==> src/pan_pkg.sv <==
// Functional notes
// - Output the sixteen-bit ability word last received from the link partner; code updates it only in ability, ack-detect and complete-ack states.
// - Negotiation runs only while the enable is high; low stops it.
// - A high restart level sends the negotiation back to its start.
// - Page-received is high exactly while in the complete-acknowledge state.
// - Negotiation-done is high exactly while in the link-OK state.
// - Side select 0 gives MAC-side behaviour, 1 gives PHY-side behaviour; in 1000BASE-X mode the code sends the local word for either setting.
// - Normal link timer lasts 1.6 ms for SGMII and 10 ms for 1000BASE-X.
// - Short-timer select high cuts the link timer to 2 us for debug.
// - On a trigger send abilities; after timer expiry acknowledge partner abilities.
// - After expiry and partner ack send idles; after expiry and idles, link OK.
// - Stay in link-OK until restart; normal coding runs only in link-OK.
//
// Purpose: Constants shared by the auto-negotiation control block.
// Assumes: 100 MHz core clock.
// Notes:   Register offsets are byte addresses on a 32-bit Wishbone bus.
`default_nettype none
package pan_pkg;
	localparam int unsigned CLK_PERIOD_NS = 10;
	localparam int unsigned T_SGMII_NS    = 1_600_000;
	localparam int unsigned T_GBE_NS      = 10_000_000;
	localparam int unsigned T_SHORT_NS    = 2_000;
	localparam int unsigned SGMII_CYC     = T_SGMII_NS / CLK_PERIOD_NS;
	localparam int unsigned GBE_CYC       = T_GBE_NS / CLK_PERIOD_NS;
	localparam int unsigned SHORT_CYC     = T_SHORT_NS / CLK_PERIOD_NS;
	localparam int unsigned TIMER_W       = 20;

	localparam logic [7:0] REG_CTRL     = 8'h00;
	localparam logic [7:0] REG_ADV      = 8'h04;
	localparam logic [7:0] REG_PARTNER  = 8'h08;
	localparam logic [7:0] REG_STATUS   = 8'h0C;
	localparam logic [7:0] REG_IRQ_STAT = 8'h10;
	localparam logic [7:0] REG_IRQ_MASK = 8'h14;

	localparam int unsigned CTRL_ENABLE  = 0;
	localparam int unsigned CTRL_RESTART = 1;
	localparam int unsigned CTRL_PHY     = 2;
	localparam int unsigned CTRL_GBE     = 3;
	localparam int unsigned CTRL_SHORT   = 4;
	localparam int unsigned CTRL_W       = 5;
	localparam logic [4:0]  CTRL_RESET   = 5'h01;
	localparam logic [15:0] ADV_RESET    = 16'h0001;

	localparam int unsigned ACK_BIT      = 14;
	localparam logic [15:0] MAC_WORD     = 16'h4001;

	localparam int unsigned IRQ_PAGE     = 0;
	localparam int unsigned IRQ_UP       = 1;
	localparam int unsigned IRQ_DOWN     = 2;
	localparam int unsigned IRQ_W        = 3;

	typedef enum logic [2:0] {
		ST_DISABLED = 3'b000,
		ST_RESTART  = 3'b001,
		ST_ABILITY  = 3'b010,
		ST_ACK_DET  = 3'b011,
		ST_CMPL_ACK = 3'b100,
		ST_IDLE_DET = 3'b101,
		ST_LINK_OK  = 3'b110
	} pan_state_e;
endpackage
`default_nettype wire

==> src/pan_autoneg.sv <==
// Purpose: Auto-negotiation control and status for a gigabit or SGMII PCS.
// Assumes: Link receive indications are one-cycle pulses on the core clock.
// Notes:   Control and status are reached over a classic Wishbone slave.
`timescale 1ns/1ps
`default_nettype none
module pan_autoneg #(
	parameter int unsigned SGMII_CYC = pan_pkg::SGMII_CYC,
	parameter int unsigned GBE_CYC   = pan_pkg::GBE_CYC
) (
	// Clock and reset
	input  wire logic        clk,
	input  wire logic        reset_n,
	// Wishbone slave
	input  wire logic        wb_cyc_i,
	input  wire logic        wb_stb_i,
	input  wire logic        wb_we_i,
	input  wire logic [7:0]  wb_adr_i,
	input  wire logic [3:0]  wb_sel_i,
	input  wire logic [31:0] wb_dat_i,
	output var  logic [31:0] wb_dat_o,
	output var  logic        wb_ack_o,
	// Link receive side
	input  wire logic        sync_ok,
	input  wire logic        rx_config_valid,
	input  wire logic [15:0] rx_config_word,
	input  wire logic        rx_idle,
	// Link transmit side
	output var  logic [15:0] tx_config_word,
	output var  logic        tx_send_config,
	output var  logic        tx_send_idle,
	output var  logic        pcs_normal,
	// Status
	output var  logic [15:0] partner_ability_word,
	output var  logic        page_received,
	output var  logic        negotiation_done,
	output var  logic        irq
);
	localparam int unsigned TW = pan_pkg::TIMER_W;

	pan_pkg::pan_state_e state_r, state_nxt;
	logic [pan_pkg::CTRL_W-1:0] ctrl_r, ctrl_nxt;
	logic [15:0] adv_r, adv_nxt, lp_nxt, txw_nxt;
	logic [pan_pkg::IRQ_W-1:0] ist_r, ist_nxt, imask_r, imask_nxt, ev;
	logic        seen_r, seen_nxt, ack_nxt;
	logic [31:0] rd, wdat;
	logic [31:0] ctrl_wr, adv_wr, mask_wr;
	logic        req, wr, capture, moved;
	logic [TW-1:0] timer_len;
	logic        timer_done;
	logic        an_en, an_rst, phy_side, gbe, short_t;

	assign an_en    = ctrl_r[pan_pkg::CTRL_ENABLE];
	assign an_rst   = ctrl_r[pan_pkg::CTRL_RESTART];
	assign phy_side = ctrl_r[pan_pkg::CTRL_PHY];
	assign gbe      = ctrl_r[pan_pkg::CTRL_GBE];
	assign short_t  = ctrl_r[pan_pkg::CTRL_SHORT];
	assign req      = wb_cyc_i && wb_stb_i && !wb_ack_o;
	// A write lands at the edge at which the master samples the acknowledge.
	assign wr       = wb_cyc_i && wb_stb_i && wb_we_i && wb_ack_o;

	// Byte lanes of a write merged over the old register value.
	function automatic logic [31:0] merge(input logic [31:0] old, input logic [31:0] nw,
		input logic [3:0] sel);
		logic [31:0] m;
		m = {{8{sel[3]}}, {8{sel[2]}}, {8{sel[1]}}, {8{sel[0]}}};
		merge = (old & ~m) | (nw & m);
	endfunction

	// The debug short timer is meant for simulation only.
	always_comb
	begin
		if (short_t)
			timer_len = TW'(pan_pkg::SHORT_CYC);
		else if (gbe)
			timer_len = TW'(GBE_CYC);
		else
			timer_len = TW'(SGMII_CYC);
	end

	pan_link_timer #(
		.W (TW)
	) u_timer (
		.clk       (clk),
		.reset_n   (reset_n),
		.restart   (moved),
		.limit     (timer_len),
		.expired_r (timer_done)
	);

	// Negotiation sequence.
	always_comb
	begin
		state_nxt = state_r;
		if (!an_en)
			state_nxt = pan_pkg::ST_DISABLED;
		else if (an_rst || !sync_ok)
			state_nxt = pan_pkg::ST_RESTART;
		else
		begin
			unique case (state_r)
				pan_pkg::ST_DISABLED: state_nxt = pan_pkg::ST_RESTART;
				pan_pkg::ST_RESTART:  state_nxt = pan_pkg::ST_ABILITY;
				pan_pkg::ST_ABILITY:
					if (timer_done && seen_r)
						state_nxt = pan_pkg::ST_ACK_DET;
				pan_pkg::ST_ACK_DET:
					if (seen_r)
						state_nxt = pan_pkg::ST_CMPL_ACK;
				pan_pkg::ST_CMPL_ACK:
					if (timer_done)
						state_nxt = pan_pkg::ST_IDLE_DET;
				pan_pkg::ST_IDLE_DET:
					if (timer_done && seen_r)
						state_nxt = pan_pkg::ST_LINK_OK;
				pan_pkg::ST_LINK_OK:
					if (rx_config_valid)
						state_nxt = pan_pkg::ST_RESTART;
				default: state_nxt = pan_pkg::ST_RESTART;
			endcase
		end
	end

	assign moved = (state_nxt != state_r);
	assign capture = rx_config_valid && (state_r == pan_pkg::ST_ABILITY
		|| state_r == pan_pkg::ST_ACK_DET || state_r == pan_pkg::ST_CMPL_ACK);

	// Partner evidence collected since the current state was entered.
	always_comb
	begin
		seen_nxt = seen_r;
		lp_nxt   = partner_ability_word;
		if (capture)
			lp_nxt = rx_config_word;
		if (moved)
			seen_nxt = 1'b0;
		else if (state_r == pan_pkg::ST_ABILITY && rx_config_valid)
			seen_nxt = 1'b1;
		else if (state_r == pan_pkg::ST_ACK_DET && rx_config_valid
			&& rx_config_word[pan_pkg::ACK_BIT])
			seen_nxt = 1'b1;
		else if (state_r == pan_pkg::ST_IDLE_DET && rx_idle)
			seen_nxt = 1'b1;
	end

	// Transmit word: MAC side sends the fixed pattern, PHY side or GbE the local word.
	always_comb
	begin
		txw_nxt = (phy_side || gbe) ? adv_r : pan_pkg::MAC_WORD;
		txw_nxt[pan_pkg::ACK_BIT] = (state_nxt == pan_pkg::ST_ACK_DET)
			|| (state_nxt == pan_pkg::ST_CMPL_ACK);
		if (state_nxt == pan_pkg::ST_RESTART)
			txw_nxt = '0;
	end

	// Register bus and interrupt status.
	always_comb
	begin
		ctrl_nxt  = ctrl_r;
		adv_nxt   = adv_r;
		imask_nxt = imask_r;
		wdat      = merge(32'h0000_0000, wb_dat_i, wb_sel_i);
		ctrl_wr   = merge({27'h000_0000, ctrl_r}, wb_dat_i, wb_sel_i);
		adv_wr    = merge({16'h0000, adv_r}, wb_dat_i, wb_sel_i);
		mask_wr   = merge({29'h0000_0000, imask_r}, wb_dat_i, wb_sel_i);
		ev        = '0;
		ev[pan_pkg::IRQ_PAGE] = moved && state_nxt == pan_pkg::ST_CMPL_ACK;
		ev[pan_pkg::IRQ_UP]   = moved && state_nxt == pan_pkg::ST_LINK_OK;
		ev[pan_pkg::IRQ_DOWN] = moved && state_r == pan_pkg::ST_LINK_OK;
		ist_nxt   = ist_r;
		if (wr)
		begin
			unique case (wb_adr_i)
				pan_pkg::REG_CTRL:
					ctrl_nxt = ctrl_wr[pan_pkg::CTRL_W-1:0];
				pan_pkg::REG_ADV:
					adv_nxt = adv_wr[15:0];
				pan_pkg::REG_IRQ_STAT:
					ist_nxt = ist_r & ~wdat[pan_pkg::IRQ_W-1:0];
				pan_pkg::REG_IRQ_MASK:
					imask_nxt = mask_wr[pan_pkg::IRQ_W-1:0];
				default: ;
			endcase
		end
		ist_nxt = ist_nxt | ev;
		rd = 32'h0000_0000;
		unique case (wb_adr_i)
			pan_pkg::REG_CTRL:     rd = {27'h0, ctrl_r};
			pan_pkg::REG_ADV:      rd = {16'h0, adv_r};
			pan_pkg::REG_PARTNER:  rd = {16'h0, partner_ability_word};
			pan_pkg::REG_STATUS:   rd = {26'h0, timer_done, pcs_normal,
				state_r, 1'b0};
			pan_pkg::REG_IRQ_STAT: rd = {29'h0, ist_r};
			pan_pkg::REG_IRQ_MASK: rd = {29'h0, imask_r};
			default:               rd = 32'h0000_0000;
		endcase
	end
	assign ack_nxt = req;

	always_ff @(posedge clk or negedge reset_n)
	begin
		if (!reset_n)
		begin
			state_r              <= pan_pkg::ST_DISABLED;
			seen_r               <= 1'b0;
			partner_ability_word <= 16'h0000;
			tx_config_word       <= 16'h0000;
			tx_send_config       <= 1'b0;
			tx_send_idle         <= 1'b0;
			pcs_normal           <= 1'b0;
			page_received        <= 1'b0;
			negotiation_done     <= 1'b0;
			ctrl_r               <= pan_pkg::CTRL_RESET;
			adv_r                <= pan_pkg::ADV_RESET;
			ist_r                <= '0;
			imask_r              <= '0;
			irq                  <= 1'b0;
			wb_ack_o             <= 1'b0;
			wb_dat_o             <= 32'h0000_0000;
		end
		else
		begin
			state_r              <= state_nxt;
			seen_r               <= seen_nxt;
			partner_ability_word <= lp_nxt;
			tx_config_word       <= txw_nxt;
			tx_send_config       <= state_nxt inside {pan_pkg::ST_RESTART,
				pan_pkg::ST_ABILITY, pan_pkg::ST_ACK_DET, pan_pkg::ST_CMPL_ACK};
			tx_send_idle         <= state_nxt inside {pan_pkg::ST_DISABLED,
				pan_pkg::ST_IDLE_DET, pan_pkg::ST_LINK_OK};
			pcs_normal           <= state_nxt == pan_pkg::ST_LINK_OK;
			page_received        <= state_nxt == pan_pkg::ST_CMPL_ACK;
			negotiation_done     <= state_nxt == pan_pkg::ST_LINK_OK;
			ctrl_r               <= ctrl_nxt;
			adv_r                <= adv_nxt;
			ist_r                <= ist_nxt;
			imask_r              <= imask_nxt;
			irq                  <= |(ist_nxt & imask_nxt);
			wb_ack_o             <= ack_nxt;
			wb_dat_o             <= ack_nxt ? rd : 32'h0000_0000;
		end
	end
endmodule
`default_nettype wire

==> src/pan_link_timer.sv <==
// Purpose: Link interval timer for the auto-negotiation machine.
// Assumes: limit is at least one and stays stable between restarts.
// Notes:   Expiry is sticky until the next restart.
`timescale 1ns/1ps
`default_nettype none
module pan_link_timer #(
	parameter int unsigned W = 20
) (
	// Clock and reset
	input  wire logic         clk,
	input  wire logic         reset_n,
	// Control
	input  wire logic         restart,
	input  wire logic [W-1:0] limit,
	// Status
	output var  logic         expired_r
);
	logic [W-1:0] count_r;
	logic [W-1:0] count_nxt;
	logic         expired_nxt;

	always_comb
	begin
		count_nxt   = count_r;
		expired_nxt = expired_r;
		if (restart)
		begin
			count_nxt   = '0;
			expired_nxt = 1'b0;
		end
		else if (!expired_r)
		begin
			if (count_r == limit - W'(1))
				expired_nxt = 1'b1;
			else
				count_nxt = count_r + W'(1);
		end
	end

	always_ff @(posedge clk or negedge reset_n)
	begin
		if (!reset_n)
		begin
			count_r   <= '0;
			expired_r <= 1'b0;
		end
		else
		begin
			count_r   <= count_nxt;
			expired_r <= expired_nxt;
		end
	end
endmodule
`default_nettype wire

==> config.mk <==
export PLATFORM = sky130hd
export DESIGN_NAME = pan_autoneg
export DESIGN_NICKNAME = d
export VERILOG_FILES = /design/src/pan_pkg.sv /design/src/pan_autoneg.sv /design/src/pan_link_timer.sv
export SDC_FILE = /design/constraint.sdc
export NUM_CORES = 1
export LEC_CHECK = 0
export CORE_ASPECT_RATIO = 0.8
export CORE_MARGIN = 2
export CORE_UTILIZATION = 55
export DETAILED_ROUTE_END_ITERATION = 6
export DONT_BUFFER_PORTS = 1
export GPL_TIMING_DRIVEN = 1
export HOLD_SLACK_MARGIN = 0.03
export PLACE_DENSITY = 0.8
export SLEW_MARGIN = 20
export SYNTH_ARGS = -nofsm -noshare
export SYNTH_HDL_FRONTEND = slang
export SYNTH_SLANG_ARGS = --single-unit
==> constraint.sdc <==
create_clock -name clk -period 3.5 [get_ports clk]
set_input_delay 0.35 -clock clk [delete_from_list [all_inputs] [get_ports clk]]
set_output_delay 0.35 -clock clk [all_outputs]
set_load 0.05 [all_outputs]
**After elaboration in Yosys (flattened, before gate mapping)**

Index checks and enable logic that the tools add are counted.

- Add/subtract/negate cells: 2
- Multipliers: 0
- Divide/modulo/power cells: 0
- Order comparisons: 0
- Equal/unequal tests: 21
- Shifts and indexed selects: 0
- Muxes and demuxes: 28
- Bitwise operators: 12
- Reductions and logical operators: 29

Operator list:

| operator | count |
|---|---|
| 2-to-1 mux 20 bit | 5 |
| one-hot mux 16 bit (6 select lines) | 1 |
| 2-to-1 mux 3 bit | 11 |
| bitwise AND 16 bit | 2 |
| 2-to-1 mux 16 bit | 2 |
| 2-to-1 mux 32 bit | 1 |
| adder 20 x 1 -> 20 bit, second input constant | 1 |
| equality test 20 bit | 1 |
| subtractor 20 x 1 -> 20 bit, second input constant | 1 |
| equality test 3 bit, second input constant | 6 |
| one-hot mux 3 bit (6 select lines) | 1 |
| equality test 8 x 4 -> 1 bit, second input constant | 2 |
| equality test 8 x 5 -> 1 bit, second input constant | 2 |
| inverter 16 bit | 1 |
| OR 16 bit | 1 |
| logical AND 1 bit | 13 |
| equality test 3 x 2 -> 1 bit, second input constant | 4 |
| bitwise AND 3 bit | 3 |
| equality test 8 x 3 -> 1 bit, second input constant | 1 |
| zero test 8 bit | 1 |
| nonzero test 4 bit | 2 |
| 2-to-1 mux 1 bit | 7 |
| equality test 3 x 1 -> 1 bit, second input constant | 2 |
| OR 3 bit | 2 |
| 11 further kinds | 19 |

- Register bits after elaboration: 122
- Latch bits: 0
- Bits in writable memories: 0
- ROM bits: 0
- Input bits: 68
- Output and inout port bits: 71
- Logic and storage cells: 109
- Memories: 0

**Logic depth before layout (Yosys ltp)**

Gate-level depths: netlist of run 1.

- Depth in word-level cells: 10
- Depth in mapped cells: 10
- Gate-level depth less buffers: 6

**Modules after synthesis**

A second synthesis of run 1 with hierarchy kept.

- Cells, all modules: 529
- Area total of the unflattened synthesis: 5606.6 um^2

By module, submodules not included:

| module | instances | cells each | area an instance (um^2) | sequential area each (um^2) |
|---|---|---|---|---|
| pan_autoneg | 1 | 305 | 3773.6 | 2129.5 |
| pan_link_timer | 1 | 224 | 1833.0 | 525.5 |

**Least setup slack after synthesis of run 1**

OpenSTA, ideal clock, no wires.

- Path kind: reg-to-reg
- Start point: register wb_ack_o
- End point: register irq
- Setup time: 0.126 ns
- Arrival: 1.980 ns
- Required time: 3.374 ns
- Setup slack: 1.393 ns
- Cell stages (with the launch flop): 8
- Buffers on the path: 1
- Clock period less this slack: 2.107 ns
- Cells stage by stage: dfrtp_1 > and4_1 > clkbuf_1 > nand4_1 > mux2i_1 > o22ai_1 > a21o_1 > a311o_1

- Word-level cells in the longest chain between the ends: 5
- Elaborated cells on any way between the ends: 6
- Classes of those cells: 2 x mux; 2 x bitwise; 2 x reduce/logical

RTL lines:

| item | line | text |
|---|---|---|
| start: declaration | pan_autoneg.sv:21 | `output var logic wb_ack_o,` |
| start signal: assignment | pan_autoneg.sv:238 | `wb_ack_o <= ack_nxt;` |
| logical AND 1 bit * | pan_autoneg.sv:59 | `assign wr = wb_cyc_i && wb_stb_i && wb_we_i && wb_ack_o;` |
| 2-to-1 mux 3 bit | pan_autoneg.sv:170 | `if (wr)` |
| OR 3 bit | pan_autoneg.sv:184 | `ist_nxt = ist_nxt \| ev;` |
| bitwise AND 3 bit * | pan_autoneg.sv:237 | `irq <= \|(ist_nxt & imask_nxt);` |
| OR reduction 3 bit * | pan_autoneg.sv:237 |  |
| end signal: assignment | pan_autoneg.sv:237 |  |
| end: declaration | pan_autoneg.sv:36 | `output var logic irq` |

Mark *: on every way between the ends. The rest lies on a longest branch, timed or not.
A chain may end at the register's enable or synchronous reset.

**Final worst setup path of run 1**

- Start point: register state_r[2]
- End point: register tx_config_word[8]

- Word-level cells in the longest chain between the ends: 6
- Elaborated cells on any way between the ends: 16
- Classes of those cells: 7 x eq/ne; 9 x mux

RTL lines:

| item | line | text |
|---|---|---|
| start: declaration | pan_autoneg.sv:40 | `pan_pkg::pan_state_e state_r, state_nxt;` |
| start signal: assignment | pan_autoneg.sv:203 | `state_r <= pan_pkg::ST_DISABLED;` |
| start signal: assignment | pan_autoneg.sv:222 | `state_r <= state_nxt;` |
| equality test 3 bit, or another cell as far along | pan_autoneg.sv:100 | `unique case (state_r)` |
| one-hot mux 3 bit (6 select lines) * | pan_autoneg.sv:100 |  |
| 2-to-1 mux 3 bit * | pan_autoneg.sv:96 | `else if (an_rst \|\| !sync_ok)` |
| 2-to-1 mux 3 bit * | pan_autoneg.sv:94 | `if (!an_en)` |
| equality test 3 x 1 -> 1 bit * | pan_autoneg.sv:151 | `if (state_nxt == pan_pkg::ST_RESTART)` |
| 2-to-1 mux 16 bit * | pan_autoneg.sv:151 |  |
| net txw_nxt[8] | pan_autoneg.sv:42 | `logic [15:0] adv_r, adv_nxt, lp_nxt, txw_nxt;` |
| end signal: assignment | pan_autoneg.sv:225 | `tx_config_word <= txw_nxt;` |
| end: declaration | pan_autoneg.sv:28 | `output var logic [15:0] tx_config_word,` |

The timed path passes the listed nets; every way through them passes the cells marked *.

==> results of run 1 <==
[report_power, final]
part           switching, uW  internal [uW]  total [uW]
Combinational            106           53.6         159
Clock                    458            484         942
Sequential              73.0           1270        1340
Total                    636           1800        2440
[cell families (layout without fill, tap and decap cells)]
family	after synthesis	count (layout)	synth area share, %
AND/OR/NAND/NOR	146	146	16.1
flip-flops	106	106	52.9
AO/OA/AOI/OAI	90	90	13.4
buffers and inverters	52	38	6.06
multiplexers	44	44	9.73
XOR/XNOR	8	8	1.40
adder cells (fa/ha/maj)	1	1	0.249
other	1	16	0.0748
[timing repair]
item / CTS / global route
setup buffers: 0 / 0
hold buffers: 2 / 0
endpoints found under the hold margin: 106 / 0
[cell usage in the layout, fill, tap and decap left out, types with 3 or more instances in the layout]
cell type                   synthesis  layout
sky130_fd_sc_hd__nor3_1             8       8
sky130_fd_sc_hd__conb_1             1      16
sky130_fd_sc_hd__a21oi_1            8       8
sky130_fd_sc_hd__nand3_1           11      11
sky130_fd_sc_hd__dfrtp_1          104     104
sky130_fd_sc_hd__clkbuf_16          0       9
sky130_fd_sc_hd__nor2b_1            4       4
sky130_fd_sc_hd__nand3b_1           3       3
sky130_fd_sc_hd__o31ai_1           11      10
sky130_fd_sc_hd__or3_1              7       7
sky130_fd_sc_hd__and2_1            17      17
sky130_fd_sc_hd__mux2i_1            6       6
sky130_fd_sc_hd__or4_1              8       8
sky130_fd_sc_hd__xnor2_1            5       5
sky130_fd_sc_hd__inv_1             16      16
sky130_fd_sc_hd__nand2_1           20      20
sky130_fd_sc_hd__nand2b_1           5       5
sky130_fd_sc_hd__a22oi_1           12      12
sky130_fd_sc_hd__mux2_2            38      38
sky130_fd_sc_hd__buf_4             18       4
sky130_fd_sc_hd__xor2_1             3       3
sky130_fd_sc_hd__and3_1             4       4
sky130_fd_sc_hd__nor4_1             4       4
sky130_fd_sc_hd__a21o_1             3       3
sky130_fd_sc_hd__o21ai_0           13      13
sky130_fd_sc_hd__a21oi_2           11      11
sky130_fd_sc_hd__nand4_1            4       4
sky130_fd_sc_hd__nor2_1            35      35
[metrics by stage]
step           hold slack, ps  utilization [%]
6_report                  145             59.5
4_1_cts                   140             59.4
3_3_place_gp             56.1             55.9
3_5_place_dp             55.9             55.9
2_1_floorplan            54.4                -
5_1_grt                   132             59.5
[routing by layer]
| layer | up-vias | part of all wire (%) |
|---|---|---|
| met5 | - | 0 |
| met4 | 0 | 1.1 |
| met3 | 14 | 9.0 |
| met2 | 165 | 47 |
| met1 | 1805 | 43 |
| li1 | 1579 | - |
[area by class of cell]
cell class	instances	area, um2	share of cell area [%]
clock buffer	10	229	4.30
tap	115	144	2.70
clock inverter	5	41.3	0.775
multi-input combinational	305	2130	39.9
sequential	106	2660	49.8
timing repair buffer	6	67.6	1.27
inverter	17	63.8	1.20
[critical path, cell delays in order (launching register included)]
cell and delay [ps]:
sky130_fd_sc_hd__dfrtp_1 690, sky130_fd_sc_hd__nand2_1 150, sky130_fd_sc_hd__o221ai_1 200, sky130_fd_sc_hd__a211oi_1 110, sky130_fd_sc_hd__o31ai_1 540, sky130_fd_sc_hd__o32a_1 640
sky130_fd_sc_hd__and2_1 220
[how the worst max path moves through the flow]
stage | start | end | slack, ps
detailed placement | state_r[2]$_DFF_PN0_ | tx_config_word[8]$_DFF_PN0_ | 920
CTS | state_r[2]$_DFF_PN0_ | tx_config_word[8]$_DFF_PN0_ | 880
global route | state_r[2]$_DFF_PN0_ | tx_config_word[8]$_DFF_PN0_ | 630
global placement | wb_adr_i[5] | wb_dat_o[0]$_DFF_PN0_ | 1020
floorplan | wb_ack_o$_DFF_PN0_ | irq$_DFF_PN0_ | 1390
finish | state_r[2]$_DFF_PN0_ | tx_config_word[8]$_DFF_PN0_ | 890
==> results.py, run 1 <==
metrics = {
    "power_and_ir_drop": {
        "leakage_uw": 0.00242,
        "p_total_uw": 2440,
        "power.density_cell_area_nw_per_um2": 458,
        "vdd_ir_drop_max_v": 0.000373,
    },
    "clock_network": {
        "ctsHtreeMaxLevel": 3,
        "clk_pin_slew_ps": 70,
        "clock-root-buffer": "sky130_fd_sc_hd__clkbuf_16",
        "postCtsResizedCells": 0,
        "cts.sinks": 106,
        "clock_insertion_delay_worst_skew_ps": 350,
        "cts_tree": "done",
        "cts.path.max_buffers": 2,
        "tritoncts.num_buffers": 9,
    },
    "logic_synthesis": {
        "netlist_top_cells_area": "sky130_fd_sc_hd__dfrtp_1, sky130_fd_sc_hd__mux2_2, sky130_fd_sc_hd__buf_4",
        "yosysTopAreaCell": "sky130_fd_sc_hd__dfrtp_1",
        "syn_area_um2": 5020,
        "ys_warn_count": 0,
        "most_frequent_cell_after_synthesis": "sky130_fd_sc_hd__dfrtp_1",
        "flops_latches_synth": 106,
        "synth_top_cell_area_share_pct": 51.9,
        "synth-main-ff-cell": "sky130_fd_sc_hd__dfrtp_1",
        "synth_async_sr_flop_share_pct": 100,
        "synth_edf_count": 0,
        "synthTopCellsByCount": "sky130_fd_sc_hd__dfrtp_1, sky130_fd_sc_hd__mux2_2, sky130_fd_sc_hd__nor2_1, sky130_fd_sc_hd__nand2_1, sky130_fd_sc_hd__buf_4",
        "yosysUniqueCellTypes": 70,
        "seq_area_frac_synth_pct": 52.9,
        "syn-instance-count": 448,
        "post_synth.cell_area_avg_um2": 11.2,
    },
    "status": {
        "violations": "design-rule violations",
        "run_status": "finished, violations left",
    },
    "route": {
        "per_cell_routed_wire_length_um": 20.6,
        "dr_total_vias": 3563,
        "drtPass1Iterations": 7,
        "detail_route.vias_per_cell": 6.32,
        "detailedRoute.firstIterationViolations": 265,
        "drt-total-wl_mm": 11.6,
        "drc": 5,
        "post_route_ant_nets": 0,
    },
    "grt": {
        "met3_demand_to_capacity_share_in_global_routing_pct": 6.64,
        "initial_antenna_violation_count": 0,
        "grt_first_pass_wirelength_mm": 18.7,
        "grt_max_degree": 107,
        "grt_use_total_pct": 24.5,
        "total_gr_overflow": 0,
        "grt_pass1_vias": 3441,
        "groute.layer.met1.usage_pct": 33.6,
        "top_usage_layer": "met2",
        "grt.met2_usage_pct": 38.9,
    },
    "floorplanning": {
        "die-area_um2": 9900,
        "rows": 31,
        "dieHeight_um": 89.4,
        "die-width_um": 111,
        "io-pin-count": 139,
        "fp.coreArea_um2": 8960,
        "initial_core_util_pct": 56.0,
    },
    "sta": {
        "finalWorstSetupSlack_ps": 890,
        "maxSlewHeadroom_pct": 38.6,
        "maxClockFrequency_mhz": 383,
        "worst_margin_slew_ps": 921,
        "layout_min_cycle_time_ps": 2610,
        "worst_clock_skew_ps": 5.68,
        "timing_max_transition_violations_final": 0,
        "final-hold-violation-count": 0,
        "setup_repair_after_global_routing_missed_its_margin": "false",
        "setup_tns_after_final_layout_ps": 0,
        "report.final.setup_viol": 0,
        "final_min_period_over_clock_period_pct": 74.6,
    },
    "placed_design": {
        "port-buffer-count": 0,
        "dp_hpwl_mm": 8.30,
        "place_area_um2": 5010,
        "finalWeightedCongestion": 0.915,
        "place_ws_ps": 916,
        "placed_cells_incl_taps": 547,
    },
    "layout": {
        "final_cells": 564,
        "final_net_count": 514,
        "layout.cell_area.non_filler_um2": 5330,
        "final.fill_count": 708,
        "drive_above_1_share_pct": 18.7,
        "area.growth.synth_to_final_pct": 6.21,
        "insertedDiodeCount": 0,
    },
    "hold_path": {
        "hp-class": "primary input to flip-flop",
        "worst_hold_path.num_cells": 1,
        "timing.hold.worst.start": "rx_config_word[9]",
        "hold_end": "partner_ability_word[9]$_DFFE_PN0P_",
    },
    "worst_setup_path": {
        "regToRegSetupSlack_ps": 890,
        "worst-setup-path-type": "flip-flop to flip-flop",
        "data_arrival_at_the_endpoint_of_the_critical_path_ps": 2900,
        "setup.worst_path.start_class": "flip-flop",
        "endpoint_kind_of_the_worst_setup_timing_path": "flip-flop",
        "largest_fanout_on_the_critical_path": 17,
        "cells_on_worst_reg2reg_path": 6,
        "critical_path_required_ps": 3790,
        "r2r-end": "tx_config_word[8]$_DFF_PN0_",
        "worst_r2r_startpoint": "state_r[2]$_DFF_PN0_",
    },
    "job": {
        "max_cap_viol_count": 0,
    },
}
(Power assumes the default switching activity.)
==> inputs of run 2 (changes only) <==
--- a/config.mk
+++ b/config.mk
@@ -12,7 +12,7 @@
 export DONT_BUFFER_PORTS = 1
 export GPL_TIMING_DRIVEN = 1
 export HOLD_SLACK_MARGIN = 0.03
-export PLACE_DENSITY = 0.8
+export PLACE_DENSITY = 0.83
 export SLEW_MARGIN = 20
 export SYNTH_ARGS = -nofsm -noshare
 export SYNTH_HDL_FRONTEND = slang
==> constraint.sdc (replaced) <==
create_clock -name clk -period 2.39 [get_ports clk]
set_input_delay 0.239 -clock clk [delete_from_list [all_inputs] [get_ports clk]]
set_output_delay 0.239 -clock clk [all_outputs]
set_load 0.05 [all_outputs]
==> results.py, run 2 (same netlist as run 1, synthesis figures left out) <==
metrics = {
    "floorplanning": {
        "fp.coreArea_um2": 8960,
        "io-pin-count": 139,
        "rows": 31,
        "dieHeight_um": 89.4,
        "die-area_um2": 9900,
        "initial_core_util_pct": 56.0,
        "die-width_um": 111,
    },
    "layout": {
        "most-common-layout-cells": "sky130_fd_sc_hd__dfrtp_1, sky130_fd_sc_hd__mux2_2, sky130_fd_sc_hd__nor2_1",
        "final_net_count": 532,
        "final.fill_count": 676,
        "layout.cell_area.non_filler_um2": 5530,
        "area.growth.synth_to_final_pct": 10.2,
        "drive_above_1_share_pct": 21.8,
        "insertedDiodeCount": 0,
        "layout_commonest_cell": "sky130_fd_sc_hd__dfrtp_1",
        "final_cells": 583,
    },
    "route": {
        "routed-wl-met2_mm": 5.66,
        "detailedRoute.firstIterationViolations": 334,
        "dr_total_vias": 3597,
        "per_cell_routed_wire_length_um": 20.2,
        "top_layer_used": "met4",
        "m1WireLength_mm": 4.97,
        "met3_length_um": 952,
        "post_route_ant_nets": 0,
        "detail_route.vias_per_cell": 6.17,
        "drc": 0,
        "drtPass1Iterations": 5,
        "drt-total-wl_mm": 11.7,
    },
    "grt": {
        "grt_first_pass_wirelength_mm": 18.6,
        "total_gr_overflow": 0,
        "grt_max_degree": 107,
        "grt_use_total_pct": 24.2,
        "grt_pass1_vias": 3490,
        "initial_antenna_violation_count": 0,
    },
    "worst_setup_path": {
        "critical_path_required_ps": 2660,
        "data_arrival_at_the_endpoint_of_the_critical_path_ps": 2500,
        "endpoint_kind_of_the_worst_setup_timing_path": "flip-flop",
        "worst-setup-path-type": "flip-flop to flip-flop",
        "setup.worst_path.start_class": "flip-flop",
        "largest_fanout_on_the_critical_path": 10,
    },
    "status": {
        "run_status": "finished, violations left",
        "violations": "negative hold slack",
    },
    "clock_network": {
        "ctsHtreeMaxLevel": 3,
        "cts_tree": "done",
        "cts.path.max_buffers": 2,
        "clock_insertion_delay_worst_skew_ps": 350,
        "tritoncts.num_buffers": 9,
        "clock-root-buffer": "sky130_fd_sc_hd__clkbuf_16",
        "cts.sinks": 106,
        "clk_pin_slew_ps": 70,
    },
    "sta": {
        "setup_tns_after_final_layout_ps": 0,
        "maxClockFrequency_mhz": 450,
        "timing_max_transition_violations_final": 0,
        "finalWorstSetupSlack_ps": 168,
        "maxSlewHeadroom_pct": 56.1,
        "timing.hold.ws_ps": -420,
        "worst_margin_slew_ps": 659,
        "worst_clock_skew_ps": 7.87,
        "report.final.setup_viol": 0,
        "final-hold-violation-count": 106,
        "final_min_period_over_clock_period_pct": 93.0,
        "setup_repair_after_global_routing_missed_its_margin": "false",
        "layout_min_cycle_time_ps": 2220,
    },
    "power_and_ir_drop": {
        "vdd_ir_drop_max_v": 0.000604,
        "leakage_uw": 0.00253,
        "p_total_uw": 3750,
        "power.density_cell_area_nw_per_um2": 678,
    },
    "hold_path": {
        "hp-class": "primary input to async pin",
    },
    "placed_design": {
        "port-buffer-count": 0,
        "place_ws_ps": 30.5,
        "placed_cells_incl_taps": 562,
        "dp_hpwl_mm": 8.57,
        "place_area_um2": 5140,
        "finalWeightedCongestion": 0.894,
    },
    "job": {
        "max_cap_viol_count": 0,
    },
}
[run 2: changes by cell type in the layout (fill, tap and decap cells not counted), sizes merged]
| cell | change |
|---|---|
| clkinv | -1 |
| clkinvlp | +1 |
| clkbuf | -1 |
| dlygate4sd3 | +4 |
| bufinv | +2 |
| buf | +14 |
[run 2: per-stage QoR]
step | hold WS [ps] | util, %
floorplan | -56.6 | -
global placement | -54.8 | 57.3
detailed placement | -54.8 | 57.3
CTS | -426 | 61.0
global route | -434 | 61.7
finish | -420 | 61.7
[run 2: metal layers]
layer	vias up	GRT usage [%]
li1	1617	-
met1	1795	31.9
met2	162	40.2
met3	23	7.73
met4	0	5.68
met5	-	0
[run 2: critical path, cell delays in order, from the launching register on]
cell and delay, ps:
sky130_fd_sc_hd__dfrtp_1 500, sky130_fd_sc_hd__and3_1 260, sky130_fd_sc_hd__nor3_2 280, sky130_fd_sc_hd__nand2_2 130, sky130_fd_sc_hd__xnor2_1 180, sky130_fd_sc_hd__or3_4 460, sky130_fd_sc_hd__buf_4 220, sky130_fd_sc_hd__a21oi_2 120
[run 2: path summary, 6_finish.rpt]
check                                     start                              endpoint  slack, ps  cells past startpoint
max                        state_r[2]$_DFF_PN0_       u_timer.count_r[13]$_DFFE_PN0P_        170                      7
min                                     reset_n  partner_ability_word[10]$_DFFE_PN0P_       -420                      0
max reg2reg                state_r[2]$_DFF_PN0_       u_timer.count_r[13]$_DFFE_PN0P_        170                      7
min reg2reg                           flip-flop                             flip-flop        510                      1
max in group asynchronous               reset_n                             async pin       2590                      0
min in group clk                    wb_dat_i[3]                             flip-flop         40                      1
[run 2: repair_timing]
item,in CTS,in global routing
buffers inserted,0,0
resized for setup,0,2
setup endpoints to repair,0,19
endpoints found under the hold margin,106,111
[run 2: where the power goes]
group          internal (uW)  switching [uW]
Sequential              1850             102
Clock                    926             658
Combinational           80.8             128
Total                   2860             888
[run 2: layout make-up]
| class | instances | area [um2] | share of cell area, % |
|---|---|---|---|
| timing repair buffer | 24 | 205 | 3.71 |
| inverter | 17 | 63.8 | 1.15 |
| clock inverter | 7 | 103 | 1.86 |
| sequential | 106 | 2660 | 48.0 |
| tap | 115 | 144 | 2.60 |
| clock buffer | 9 | 225 | 4.07 |
| multi-input combinational | 305 | 2130 | 38.6 |
==> inputs of run 3 (changes only) <==
--- a/config.mk
+++ b/config.mk
@@ -5,6 +5,7 @@
 export SDC_FILE = /design/constraint.sdc
 export NUM_CORES = 1
 export LEC_CHECK = 0
+export ABC_AREA = 1
 export CORE_ASPECT_RATIO = 0.8
 export CORE_MARGIN = 2
 export CORE_UTILIZATION = 55
==> results.py, run 3 <==
metrics = {
    "floorplanning": {
        "die-width_um": 112,
        "rows": 31,
        "fp.coreArea_um2": 9080,
        "dieHeight_um": 90.4,
        "die-area_um2": 10100,
        "io-pin-count": 139,
        "initial_core_util_pct": 56.5,
    },
    "worst_setup_path": {
        "timing.critical_path.slowest_cell_delay_ps": 500,
        "regToRegSetupSlack_ps": 220,
        "setup.worst_path.start_class": "flip-flop",
        "crit_path_start": "state_r[2]$_DFF_PN0_",
        "worst_r2r_startpoint": "state_r[2]$_DFF_PN0_",
        "cp_common_cell": "sky130_fd_sc_hd__nand2_1",
        "critPathSlowestCell": "sky130_fd_sc_hd__dfrtp_2",
        "endpoint_kind_of_the_worst_setup_timing_path": "flip-flop",
        "critical_path_buf_inv_count": 2,
        "worst-setup-path-type": "flip-flop to flip-flop",
        "largest_fanout_on_the_critical_path": 12,
        "worst_path_dominant_cell_family": "simple AND/OR/NAND/NOR gates",
        "data_arrival_at_the_endpoint_of_the_critical_path_ps": 2420,
        "path_cells": "inv_2 -> nand2_2 -> nand2_1 -> nand2_1 -> nor2_1 -> nand2_1 -> nand2_2 -> nand2_1 -> nand2_1 -> nand2_2 -> nor2_4 -> buf_4 -> nand2_1 -> o31ai_1",
        "critical_path_required_ps": 2640,
    },
    "clock_network": {
        "clock-root-buffer": "sky130_fd_sc_hd__clkbuf_16",
        "ctsHtreeMaxLevel": 3,
        "cts.path.max_buffers": 2,
        "clock_insertion_delay_worst_skew_ps": 350,
        "clk_pin_slew_ps": 80,
        "cts.sinks": 106,
        "cts_tree": "done",
        "tritoncts.num_buffers": 9,
    },
    "placed_design": {
        "dp_hpwl_mm": 9.34,
        "finalWeightedCongestion": 0.927,
        "placed_cells_incl_taps": 705,
        "port-buffer-count": 0,
        "place_area_um2": 5200,
    },
    "grt": {
        "grt_first_pass_wirelength_mm": 20.6,
        "grt_use_total_pct": 25.7,
        "initial_antenna_violation_count": 0,
        "grt_max_degree": 107,
        "total_gr_overflow": 0,
        "grt_pass1_vias": 3992,
    },
    "sta": {
        "worst_clock_skew_ps": 9.57,
        "setup_tns_after_final_layout_ps": 0,
        "layout_min_cycle_time_ps": 2170,
        "final-hold-violation-count": 106,
        "timing.hold.ws_ps": -413,
        "maxSlewHeadroom_pct": 54.7,
        "maxClockFrequency_mhz": 461,
        "report.final.setup_viol": 0,
        "worst_margin_slew_ps": 677,
        "timing_max_transition_violations_final": 0,
        "final_min_period_over_clock_period_pct": 90.8,
        "setup_repair_after_global_routing_missed_its_margin": "false",
    },
    "layout": {
        "area.growth.synth_to_final_pct": 8.34,
        "layout_commonest_cell": "sky130_fd_sc_hd__nand2_1",
        "layout.cell_area.non_filler_um2": 5560,
        "final_cells": 728,
        "drive_above_1_share_pct": 12.6,
        "insertedDiodeCount": 0,
        "final_net_count": 677,
        "most-common-layout-cells": "sky130_fd_sc_hd__nand2_1, sky130_fd_sc_hd__dfrtp_1, sky130_fd_sc_hd__inv_1",
    },
    "logic_synthesis": {
        "netlist_top_cells_area": "sky130_fd_sc_hd__dfrtp_1, sky130_fd_sc_hd__nand2_1, sky130_fd_sc_hd__mux2_2",
        "synth_edf_count": 0,
        "syn-instance-count": 595,
        "syn_area_um2": 5130,
        "synth_async_sr_flop_share_pct": 100,
        "post_synth.cell_area_avg_um2": 8.62,
        "most_frequent_cell_after_synthesis": "sky130_fd_sc_hd__nand2_1",
        "seq_area_frac_synth_pct": 51.8,
        "synth_top_cell_area_share_pct": 50.7,
        "yosysTopAreaCell": "sky130_fd_sc_hd__dfrtp_1",
        "yosysUniqueCellTypes": 44,
        "ys_warn_count": 0,
        "synthTopCellsByCount": "sky130_fd_sc_hd__nand2_1, sky130_fd_sc_hd__dfrtp_1, sky130_fd_sc_hd__inv_1, sky130_fd_sc_hd__nor2_1, sky130_fd_sc_hd__nand3_1",
        "flops_latches_synth": 106,
        "synth-main-ff-cell": "sky130_fd_sc_hd__dfrtp_1",
    },
    "power_and_ir_drop": {
        "p_int_uw": 2690,
        "comb_power_share_pct": 9.7,
        "netSwitchingFraction_pct": 27.6,
        "power_frac_clock_pct": 38.5,
        "power.density_cell_area_nw_per_um2": 669,
        "leakage_uw": 0.00269,
        "seq_power_share_pct": 51.8,
        "vdd_ir_drop_max_v": 0.000455,
        "p_total_uw": 3720,
        "power_switching_uw": 1030,
    },
    "job": {
        "max_cap_viol_count": 0,
    },
    "route": {
        "drt-total-wl_mm": 12.7,
        "drtPass1Iterations": 6,
        "detail_route.vias_per_cell": 5.80,
        "dr_total_vias": 4221,
        "per_cell_routed_wire_length_um": 17.5,
        "detailedRoute.firstIterationViolations": 477,
        "post_route_ant_nets": 0,
        "drc": 0,
    },
    "status": {
        "run_status": "finished, violations left",
        "violations": "negative hold slack",
    },
    "hold_path": {
        "hp-class": "primary input to async pin",
    },
}
[run 3: cell count changes after synthesis, moves of 12 or more]
cell | before | now
sky130_fd_sc_hd__nand3_1 | 11 | 31
sky130_fd_sc_hd__nor3_1 | 8 | 24
sky130_fd_sc_hd__and2_1 | 17 | 0
sky130_fd_sc_hd__inv_1 | 16 | 61
sky130_fd_sc_hd__nand2_1 | 20 | 146
sky130_fd_sc_hd__nor2_1 | 35 | 48
sky130_fd_sc_hd__o21ai_0 | 13 | 25
sky130_fd_sc_hd__mux2_2 | 38 | 21
sky130_fd_sc_hd__a21oi_1 | 8 | 23
[run 3: path summary, 6_finish.rpt]
path	to	depth (start not counted)
min reg2reg	flip-flop	2
min	async pin	0
max reg2reg	u_timer.count_r[10]$_DFFE_PN0P_	14
min in group clk	partner_ability_word[6]$_DFFE_PN0P_	1
max	u_timer.count_r[10]$_DFFE_PN0P_	14
max in group asynchronous	async pin	0
[run 3: power by group through the flow]
stage / clock network [uW] / logic, uW / registers, uW
after floorplan: 0 / 293 / 1940
after global placement: 0 / 329 / 1960
after detailed placement: 0 / 343 / 1960
after CTS: 1450 / 351 / 1920
after global routing: 1520 / 402 / 1940
final: 1430 / 359 / 1930
[run 3: routing by layer]
metal	vias up	part of all wire, %	routed length, um	global-route usage (%)
met1	2020	43	5480	36.7
met4	0	1.7	216	8.13
met2	249	45	5750	37.7
met5	-	0	0	0
met3	20	10	1280	8.19
li1	1932	-	-	-
[run 3: cells by family (layout without fill, tap and decap cells)]
family	after synthesis	after routing	synth area share (%)
and+or+nand+nor	283	283	24.2
DFF	106	106	51.8
buffers and inverters	98	101	9.05
AOI/OAI and AO/OA	78	78	8.91
muxes	21	21	4.61
xor gates and xnor gates	7	7	1.20
adders and majority gates	1	1	0.244
other	1	16	0.0731
[run 3: what timing repair did]
item | 4_1_cts | 5_1_grt
endpoints found under the hold margin | 109 | 109
buffers inserted | 0 | 1
endpoints found under the setup margin | 0 | 13
gates resized for setup | 0 | 3
hold buffers | 3 | 3
[run 3: stage by stage]
step           util (%)  worst slack, ps
2_1_floorplan         -              535
5_1_grt            61.2             5.49
6_report           61.2              220
3_5_place_dp       57.3              183
3_3_place_gp       57.3              272
4_1_cts            60.8              133
[run 3: area by class of cell]
type / count / area, um2
Clock buffer: 9 / 225
Clock inverter: 7 / 60.1
Fill cell: 784 / 3520
Inverter: 68 / 260
Multi-Input combinational cell: 406 / 2070
Sequential cell: 106 / 2660
Tap cell: 115 / 144
Timing Repair Buffer: 17 / 143
